<file path="src/tmr3_pkg.sv">
/*
 timer 3 package: sfr addresses, control bit positions, reset values, divider counts.
 assumes an 8-bit sfr bus with 8-bit addresses.
*/
package tmr3_pkg;
   localparam logic [7:0] ADDR_CTRL   = 8'h91;
   localparam logic [7:0] ADDR_RLD_LO = 8'h92;
   localparam logic [7:0] ADDR_RLD_HI = 8'h93;
   localparam logic [7:0] ADDR_CNT_LO = 8'h94;
   localparam logic [7:0] ADDR_CNT_HI = 8'h95;
   localparam logic [7:0] RST_BYTE    = 8'h00;
   localparam logic [7:0] BYTE_ONES   = 8'hff;
   localparam int BIT_HI_OVF  = 7;
   localparam int BIT_LO_OVF  = 6;
   localparam int BIT_LO_IEN  = 5;
   localparam int BIT_CAP_EN  = 4;
   localparam int BIT_SPLIT   = 3;
   localparam int BIT_RUN     = 2;
   localparam int BIT_CAP_SRC = 1;
   localparam int BIT_EXT_CLK = 0;
   localparam int SYS_DIV     = 12;
   localparam int EXT_DIV     = 8;
endpackage : tmr3_pkg

</file>
<file path="src/tmr3_tick_if.sv">
/*
 tick interface between the timer core and its prescaler.
 assumes one system clock domain.
*/
`timescale 1ns/1ps
interface tmr3_tick_if;
   logic sys_tick;
   logic ext_tick;
   modport src (output sys_tick, output ext_tick);
   modport dst (input  sys_tick, input  ext_tick);
endinterface : tmr3_tick_if

</file>
<file path="src/tmr3_prescale.sv">
/*
 prescaler: one-cycle enables at system clock / 12 and external source / 8.
 assumes i_ext_clk is asynchronous and slower than half the system clock.
*/
`timescale 1ns/1ps
module tmr3_prescale
(
   // clock and reset
   input  wire logic  i_sys_clk,
   input  wire logic  i_rst_n,
   // external source
   input  wire logic  i_ext_clk,
   // ticks
   tmr3_tick_if.src   tick
);
   logic [3:0] sys_cnt_q, sys_cnt_d;
   logic [2:0] ext_cnt_q, ext_cnt_d;
   logic [2:0] ext_sync_q, ext_sync_d;
   logic       sys_tick_d, ext_tick_d;
   logic       sys_tick_q, ext_tick_q;
   logic       ext_rise;

   always_comb
   begin
      ext_sync_d = {ext_sync_q[1:0], i_ext_clk};
      // only the second and third stages feed the edge detector
      ext_rise   = ext_sync_q[1] & ~ext_sync_q[2];
      sys_tick_d = (sys_cnt_q == 4'(tmr3_pkg::SYS_DIV - 1));
      sys_cnt_d  = sys_tick_d ? 4'h0 : sys_cnt_q + 4'h1;
      ext_tick_d = ext_rise && (ext_cnt_q == 3'(tmr3_pkg::EXT_DIV - 1));
      ext_cnt_d  = ext_rise ? ext_cnt_q + 3'h1 : ext_cnt_q;
   end

   always_ff @(posedge i_sys_clk or negedge i_rst_n)
   begin
      if (!i_rst_n)
      begin
         sys_cnt_q  <= 4'h0;
         ext_cnt_q  <= 3'h0;
         ext_sync_q <= 3'h0;
         sys_tick_q <= 1'b0;
         ext_tick_q <= 1'b0;
      end
      else
      begin
         sys_cnt_q  <= sys_cnt_d;
         ext_cnt_q  <= ext_cnt_d;
         ext_sync_q <= ext_sync_d;
         sys_tick_q <= sys_tick_d;
         ext_tick_q <= ext_tick_d;
      end
   end

   assign tick.sys_tick = sys_tick_q;
   assign tick.ext_tick = ext_tick_q;
endmodule : tmr3_prescale

</file>
<file path="src/tmr3_timer.sv">
/*
 timer 3 top: 16-bit or split 8-bit auto-reload counter with capture, on the sfr bus.
 assumes a one-cycle sfr write strobe, combinational read data, capture events
 as asynchronous levels whose rising edge is the event.
*/
// Functional notes
// - in auto-reload mode the low reload register supplies the reloaded low byte.
// - in capture mode the low reload register holds the low count of the last capture.
// - unsplit, the high byte register shows bits 15..8 of the 16-bit count.
// - split, the high byte register is an independent 8-bit timer.
// - without capture, 16-bit overflow from all ones reloads the 16-bit value and sets the high flag.
// - split without capture runs two 8-bit reload counters, run gating only the high one.
// - in capture mode a capture event copies both count bytes to the reload registers and flags it.
// - each half counts on system clock if its select is set, else /12 or external /8; unsplit, only the low select applies.
`timescale 1ns/1ps
module tmr3_timer
(
   // clock and reset
   input  wire logic       i_sys_clk,
   input  wire logic       i_rst_n,
   // sfr bus
   input  wire logic [7:0] i_sfr_addr,
   input  wire logic       i_sfr_wr,
   input  wire logic [7:0] i_sfr_wdata,
   output logic      [7:0] o_sfr_rdata,
   output logic            o_sfr_hit,
   // clock selects from the clock configuration register
   input  wire logic       i_high_half_system_clock_select,
   input  wire logic       i_low_half_system_clock_select,
   // event sources
   input  wire logic       i_ext_clk,
   input  wire logic       i_sof_event,
   input  wire logic       i_lfo_clk,
   // interrupt request
   output logic            o_irq
);
   tmr3_tick_if tick ();

   tmr3_prescale u_prescale
   (
      .i_sys_clk (i_sys_clk),
      .i_rst_n   (i_rst_n),
      .i_ext_clk (i_ext_clk),
      .tick      (tick.src)
   );

   logic [7:0] ctrl_q, ctrl_d;
   logic [7:0] rld_lo_q, rld_lo_d;
   logic [7:0] rld_hi_q, rld_hi_d;
   logic [7:0] cnt_lo_q, cnt_lo_d;
   logic [7:0] cnt_hi_q, cnt_hi_d;
   logic [2:0] sof_sync_q, sof_sync_d;
   logic [2:0] lfo_sync_q, lfo_sync_d;
   logic       irq_q, irq_d;
   logic       lo_tick, hi_tick, cap_evt;
   logic       split, cap_en, run;
   logic       lo_ovf, hi_ovf;

   always_comb
   begin
      split  = ctrl_q[tmr3_pkg::BIT_SPLIT];
      cap_en = ctrl_q[tmr3_pkg::BIT_CAP_EN];
      run    = ctrl_q[tmr3_pkg::BIT_RUN];
      // when the select bit is set the half runs every system clock
      lo_tick = i_low_half_system_clock_select | (ctrl_q[tmr3_pkg::BIT_EXT_CLK] ?
                tick.ext_tick : tick.sys_tick);
      hi_tick = i_high_half_system_clock_select | (ctrl_q[tmr3_pkg::BIT_EXT_CLK] ?
                tick.ext_tick : tick.sys_tick);

      ctrl_d   = ctrl_q;
      rld_lo_d = rld_lo_q;
      rld_hi_d = rld_hi_q;
      cnt_lo_d = cnt_lo_q;
      cnt_hi_d = cnt_hi_q;
      lo_ovf   = 1'b0;
      hi_ovf   = 1'b0;

      if (split)
      begin
         // low half free-runs; run control gates the high half only
         if (lo_tick)
         begin
            lo_ovf   = (cnt_lo_q == tmr3_pkg::BYTE_ONES);
            cnt_lo_d = (lo_ovf && !cap_en) ? rld_lo_q : cnt_lo_q + 8'h01;
         end
         if (run && hi_tick)
         begin
            hi_ovf   = (cnt_hi_q == tmr3_pkg::BYTE_ONES);
            cnt_hi_d = (hi_ovf && !cap_en) ? rld_hi_q : cnt_hi_q + 8'h01;
         end
      end
      else if (run && lo_tick)
      begin
         // single 16-bit count, the high byte register is its upper half
         lo_ovf = (cnt_lo_q == tmr3_pkg::BYTE_ONES);
         hi_ovf = lo_ovf && (cnt_hi_q == tmr3_pkg::BYTE_ONES);
         if (hi_ovf && !cap_en)
         begin
            cnt_lo_d = rld_lo_q;
            cnt_hi_d = rld_hi_q;
         end
         else
         begin
            {cnt_hi_d, cnt_lo_d} = {cnt_hi_q, cnt_lo_q} + 16'h0001;
         end
      end

      // software writes go first so that a same-cycle hardware set wins
      if (i_sfr_wr)
      begin
         unique case (i_sfr_addr)
            tmr3_pkg::ADDR_CTRL:   ctrl_d   = i_sfr_wdata;
            tmr3_pkg::ADDR_RLD_LO: rld_lo_d = i_sfr_wdata;
            tmr3_pkg::ADDR_RLD_HI: rld_hi_d = i_sfr_wdata;
            tmr3_pkg::ADDR_CNT_LO: cnt_lo_d = i_sfr_wdata;
            tmr3_pkg::ADDR_CNT_HI: cnt_hi_d = i_sfr_wdata;
            default: ;
         endcase
      end

      if (cap_en && cap_evt)
      begin
         rld_lo_d = cnt_lo_q;
         rld_hi_d = cnt_hi_q;
         ctrl_d[tmr3_pkg::BIT_HI_OVF] = 1'b1;
      end
      if (hi_ovf)
         ctrl_d[tmr3_pkg::BIT_HI_OVF] = 1'b1;
      if (lo_ovf)
         ctrl_d[tmr3_pkg::BIT_LO_OVF] = 1'b1;

   end

   always_ff @(posedge i_sys_clk or negedge i_rst_n)
   begin
      if (!i_rst_n)
      begin
         ctrl_q     <= tmr3_pkg::RST_BYTE;
         rld_lo_q   <= tmr3_pkg::RST_BYTE;
         rld_hi_q   <= tmr3_pkg::RST_BYTE;
         cnt_lo_q   <= tmr3_pkg::RST_BYTE;
         cnt_hi_q   <= tmr3_pkg::RST_BYTE;
      end
      else
      begin
         ctrl_q     <= ctrl_d;
         rld_lo_q   <= rld_lo_d;
         rld_hi_q   <= rld_hi_d;
         cnt_lo_q   <= cnt_lo_d;
         cnt_hi_q   <= cnt_hi_d;
      end
   end

   // capture event synchronisers: a pin edge reaches the reload registers
   // three clocks after it arrives, which limits how close two events may be
   always_comb
   begin
      sof_sync_d = {sof_sync_q[1:0], i_sof_event};
      lfo_sync_d = {lfo_sync_q[1:0], i_lfo_clk};
      // the first stage may be metastable, so only stages two and three are compared
      cap_evt    = ctrl_q[tmr3_pkg::BIT_CAP_SRC] ? (lfo_sync_q[1] & ~lfo_sync_q[2])
                                                 : (sof_sync_q[1] & ~sof_sync_q[2]);
   end

   always_ff @(posedge i_sys_clk or negedge i_rst_n)
   begin
      if (!i_rst_n)
      begin
         sof_sync_q <= 3'h0;
         lfo_sync_q <= 3'h0;
      end
      else
      begin
         sof_sync_q <= sof_sync_d;
         lfo_sync_q <= lfo_sync_d;
      end
   end

   // flag level as interrupt request; the low flag counts only when enabled.
   // built from the next flag values so that o_irq and the flags move together
   always_comb
   begin
      irq_d = ctrl_d[tmr3_pkg::BIT_HI_OVF] |
              (ctrl_d[tmr3_pkg::BIT_LO_OVF] & ctrl_d[tmr3_pkg::BIT_LO_IEN]);
   end

   always_ff @(posedge i_sys_clk or negedge i_rst_n)
   begin
      if (!i_rst_n)
      begin
         irq_q <= 1'b0;
      end
      else
      begin
         irq_q <= irq_d;
      end
   end

   always_comb
   begin
      o_sfr_hit   = 1'b1;
      o_sfr_rdata = tmr3_pkg::RST_BYTE;
      unique case (i_sfr_addr)
         tmr3_pkg::ADDR_CTRL:   o_sfr_rdata = ctrl_q;
         tmr3_pkg::ADDR_RLD_LO: o_sfr_rdata = rld_lo_q;
         tmr3_pkg::ADDR_RLD_HI: o_sfr_rdata = rld_hi_q;
         tmr3_pkg::ADDR_CNT_LO: o_sfr_rdata = cnt_lo_q;
         tmr3_pkg::ADDR_CNT_HI: o_sfr_rdata = cnt_hi_q;
         default:               o_sfr_hit   = 1'b0;
      endcase
   end

   assign o_irq = irq_q;
endmodule : tmr3_timer

</file>
<file path="config.mk">
export PLATFORM = sky130hd
export DESIGN_NAME = tmr3_timer
export DESIGN_NICKNAME = d
export VERILOG_FILES = /design/src/tmr3_pkg.sv /design/src/tmr3_tick_if.sv /design/src/tmr3_prescale.sv /design/src/tmr3_timer.sv
export SDC_FILE = /design/constraint.sdc
export NUM_CORES = 1
export LEC_CHECK = 0
export BUFFER_PORTS_ARGS = -buffer_cell sky130_fd_sc_hd__buf_2
export CORE_MARGIN = 8
export CORE_UTILIZATION = 30
export CTS_CLUSTER_SIZE = 25
export DETAILED_ROUTE_END_ITERATION = 6
export PLACE_DENSITY = 0.43
export SLEW_MARGIN = 25
export SYNTH_ARGS = -nofsm -noshare
export SYNTH_HDL_FRONTEND = slang
export SYNTH_SLANG_ARGS = --single-unit
export TNS_END_PERCENT = 20
</file>
<file path="constraint.sdc">
create_clock -name i_sys_clk -period 4.1 [get_ports i_sys_clk]
set_clock_uncertainty 0.15 [all_clocks]
set_input_delay 0.82 -clock i_sys_clk [delete_from_list [all_inputs] [get_ports i_sys_clk]]
set_output_delay 0.82 -clock i_sys_clk [all_outputs]
set_load 0.05 [all_outputs]
</file>
==> metrics.md <==
| Metric | Value |
|---|---|
| Critical path startpoint category | `input port` |
| Proportion of netlist area held by the largest area contributor | `0.372` |
| Vertical extent of the die | `131 um` |
| Power density over cell area | `533 mW/mm^2` |
| Residual overflow from global routing | `0` |
| CP delay by family, top | `simple AND/OR/NAND/NOR gates` |
| Final worst path period need | `3540 ps` |
| Placer's final routability congestion estimate | `0.865` |
| Final net count | `470` |
| Slew @ Worst Pin | `905 ps` |
| CTS tree | `done` |
| Cell area after layout | `0.00456 mm^2` |
| Number of placement rows | `42` |
| Delay of the slowest cell on the worst path | `330 ps` |
| Number of clock sinks | `59` |
| Number of enable-type register cells in the synthesized netlist | `0` |
| CTS root buffer | `clkbuf_16` |
| Max-capacitance violation count | `0` |
| Final number of max-transition violations | `0` |
| Initial core utilization | `0.303` |
| Number of DRC violations after detailed-routing iteration 0 | `231` |
| Detail-routed via count per cell | `5.70` |
| Number of clock buffers inserted by TritonCTS | `9` |
| Via count of the first global-routing pass | `3484` |
| Gate count after technology mapping | `422` |
| Number of cells on the worst reg-to-reg path | `6` |
| Number of input and output port buffers inserted | `33` |
| Ys async rst share | `1.00` |
| Global-route wire length before repair | `21.6 mm` |
| Ratio of final minimum period to clock period | `0.863` |
| Insertion delay to the later sink of the worst-skew pair | `340 ps` |
| Length of the first detailed-routing pass in iterations | `5` |
| Cell types with the largest area share after synthesis | `dfrtp_1 (37%), mux2i_1 (7.3%), nor2_1 (4.2%), a21oi_1 (3.7%), o21ai_0 (3.5%)` |
| Sequential-to-total area share from yosys stat | `0.372` |
| Crit Reg-Reg Endpoint | `cnt_lo_q[1]$_DFF_PN0_` |
| Clk pin slew, worst setup/hold paths | `60 ps` |
| Worst flop-to-flop path startpoint | `cnt_lo_q[0]$_DFF_PN0_` |
| Total of flip-flops plus latches after synthesis | `59` |
| Post-CTS setup repair buffer count | `0` |
| CP max FO | `8` |
| Final Hold Vio Count | `0` |
| Antenna Cells | `0` |
| H-tree Lvls | `3` |
| Layout cell share with drive strength beyond 1 | `0.188` |
| Category of the critical setup timing path | `in2out` |
| Largest voltage drop on the vdd net | `0.165 mV` |
| CP Cell Sequence | `buf_2, nand4bb_1, nor2_1, nand3b_1, o21ai_0, a221o_1, buf_2` |
| Critical Path RT | `3130 ps` |
| Hpwl dp | `9.74 mm` |
| Crit-path most repeated cell | `buf_2` |
| Fmax | `283 MHz` |
| Maximum number of buffers from clock root to sink | `2` |
| Register-to-Register Setup Slack | `1060 ps` |
| Status | `finished, final reports clean` |
| Post-synthesis to final-layout area growth | `15.0%` |
| Via count | `3546` |
| Buffers & Inverters on Critical Path | `2` |
| CORE AREA | `0.0131 mm^2` |
| Hold Crit Class | `reg2reg` |
| Synth Net Count | `451` |
| Hold Buf Count CTS | `0` |
| Setup repair after global routing missed its margin | `no` |
| Static leakage | `0.00192 uW` |
| Worst path depth | `7` |
| Synth area leader | `dfrtp_1` |
| Antenna violations before repair | `0` |
| Final antenna-violating net count | `0` |
| Mean routed wirelength per cell | `22.2 um` |
| Setup crit start | `i_sfr_addr[6]` |
| Max-slew headroom | `0.397` |
| WL final | `13.8 mm` |
| End of the critical path | `o_sfr_rdata[6]` |
| Synth Cell Area | `0.00396 mm^2` |
| Final setup vio count | `0` |
| Area after detailed placement | `0.00423 mm^2` |
| Netlist cell types | `78` |
| All-Layer GR Usage | `0.170` |
| Signal arrival time at the worst endpoint | `2570 ps` |
| Total negative slack | `0 ps` |
| Die Wd | `131 um` |
| Number of top-level pins | `34` |
| Number of resized instances in the post-cts repair step | `0` |
| DIE AREA | `0.0171 mm^2` |
| Leading register cell type out of synthesis | `dfrtp_1` |
| Number of DRC violations after detailed routing | `0` |
| Setup crit end kind | `output port` |
| Synthesis Warnings | `0` |
| Mapped Avg Cell Area | `9.39 um^2` |
| Maximum number of pins on one net before global-route repair | `39` |
| Crit-path slowest cell | `nand4bb_1` |
per-layer routing:
metal  vias up  GRT usage  part of all wire
met5         -          0                 0
li1       1652          -                 -
met4         0     0.0662             0.021
met1      1740      0.237              0.48
met3        27     0.0373             0.059
met2       127      0.249              0.44
cell usage in the layout, fill, tap and decap left out, types with 4 or more instances in the layout:
cell,Yosys,layout
o21ai_0,28,28
inv_1,7,7
nand4_1,7,7
buf_2,8,33
mux2i_1,29,29
dfrtp_1,59,59
a21oi_1,29,29
nor3_1,8,8
ha_1,5,5
mux2_2,11,11
nand2_1,21,21
clkbuf_16,0,9
buf_4,3,7
a221o_1,8,8
and3_1,4,4
nor2_1,44,44
o21a_1,4,4
a211oi_1,9,9
a22o_1,4,4
o31ai_1,4,4
a31oi_1,4,4
nand3_1,12,12
worst min-delay path by stage:
stage	startpoint	end	slack, ps	cells after the start
5_1_grt	lfo_sync_q[0]$_DFF_PN0_	lfo_sync_q[1]$_DFF_PN0_	200	0
2_1_floorplan	lfo_sync_q[0]$_DFF_PN0_	lfo_sync_q[1]$_DFF_PN0_	180	0
3_5_place_dp	sof_sync_q[0]$_DFF_PN0_	sof_sync_q[1]$_DFF_PN0_	180	0
4_1_cts	sof_sync_q[0]$_DFF_PN0_	sof_sync_q[1]$_DFF_PN0_	200	0
3_3_place_gp	lfo_sync_q[0]$_DFF_PN0_	lfo_sync_q[1]$_DFF_PN0_	190	0
6_report	sof_sync_q[0]$_DFF_PN0_	sof_sync_q[1]$_DFF_PN0_	200	0
final cells by class:
type / count / area (um^2)
fillers: 1331 / 8530
multi-input cells: 323 / 2290
flip-flops and latches: 59 / 1480
clock buffers: 9 / 225
well taps: 176 / 220
repair buffers: 40 / 218
clock inverters: 7 / 100
inverters: 8 / 30.0
Yosys cell counts (3+ instances only):
master	n
o21ai_1	3
mux2_2	11
nand2_1	21
or3_1	3
dfrtp_1	59
nand2b_1	3
nor2_1	44
o21a_1	4
a211o_1	3
a31oi_1	4
and2_1	3
a221o_1	8
buf_6	4
o41ai_1	3
a21o_1	3
and3_1	4
buf_2	8
clkbuf_1	16
xnor2_1	3
ha_1	5
o21ai_0	28
nand4_1	7
a21oi_1	29
inv_1	7
nand4b_1	3
nand3b_1	3
o211ai_1	3
buf_4	3
nor2b_1	3
o31ai_1	4
nand3_1	12
mux2i_1	29
a211oi_1	9
a221oi_1	3
a22o_1	4
nor3_1	8
registers in the layout, summed over array words and instances, names as in the netlist:
| name | cells |
|---|---|
| cnt_hi_q | 8 |
| cnt_lo_q | 8 |
| ctrl_q | 8 |
| rld_hi_q | 8 |
| rld_lo_q | 8 |
| u_prescale.sys_cnt_q | 4 |
| lfo_sync_q | 3 |
| sof_sync_q | 3 |
| u_prescale.ext_cnt_q | 3 |
| u_prescale.ext_sync_q | 3 |
| o_irq | 1 |
| u_prescale.tick.ext_tick | 1 |
| u_prescale.tick.sys_tick | 1 |
metrics by stage:
step                      hold WS (ps)  power, uW  cells  worst slack [ps]   util
after floorplan                    181       1390    422               417      -
after global placement             190       1590    606               588  0.324
after detailed placement           185       1590    606               578  0.324
after CTS                          198       2440    622               580  0.348
after global routing               205       2560    622               307  0.348
final                              196       2430    622               561  0.348
cells by family after synthesis:
family                     Yosys count  share of synthesized area
muxes                               42                      0.114
DFF                                 59                      0.372
xor gates and xnor gates             4                    0.00884
and+or+nand+nor                    139                      0.206
AOI/OAI and AO/OA                  133                      0.232
adders and majority gates            5                     0.0158
buffers and inverters               40                     0.0508
report_power, final:
| group | leakage (uW) | switching [uW] | internal (uW) |
|---|---|---|---|
| Sequential | 0.000673 | 289 | 717 |
| Combinational | 0.00109 | 311 | 276 |
| Clock | 0.000160 | 304 | 536 |
Power figures use the tool's default switching activity.
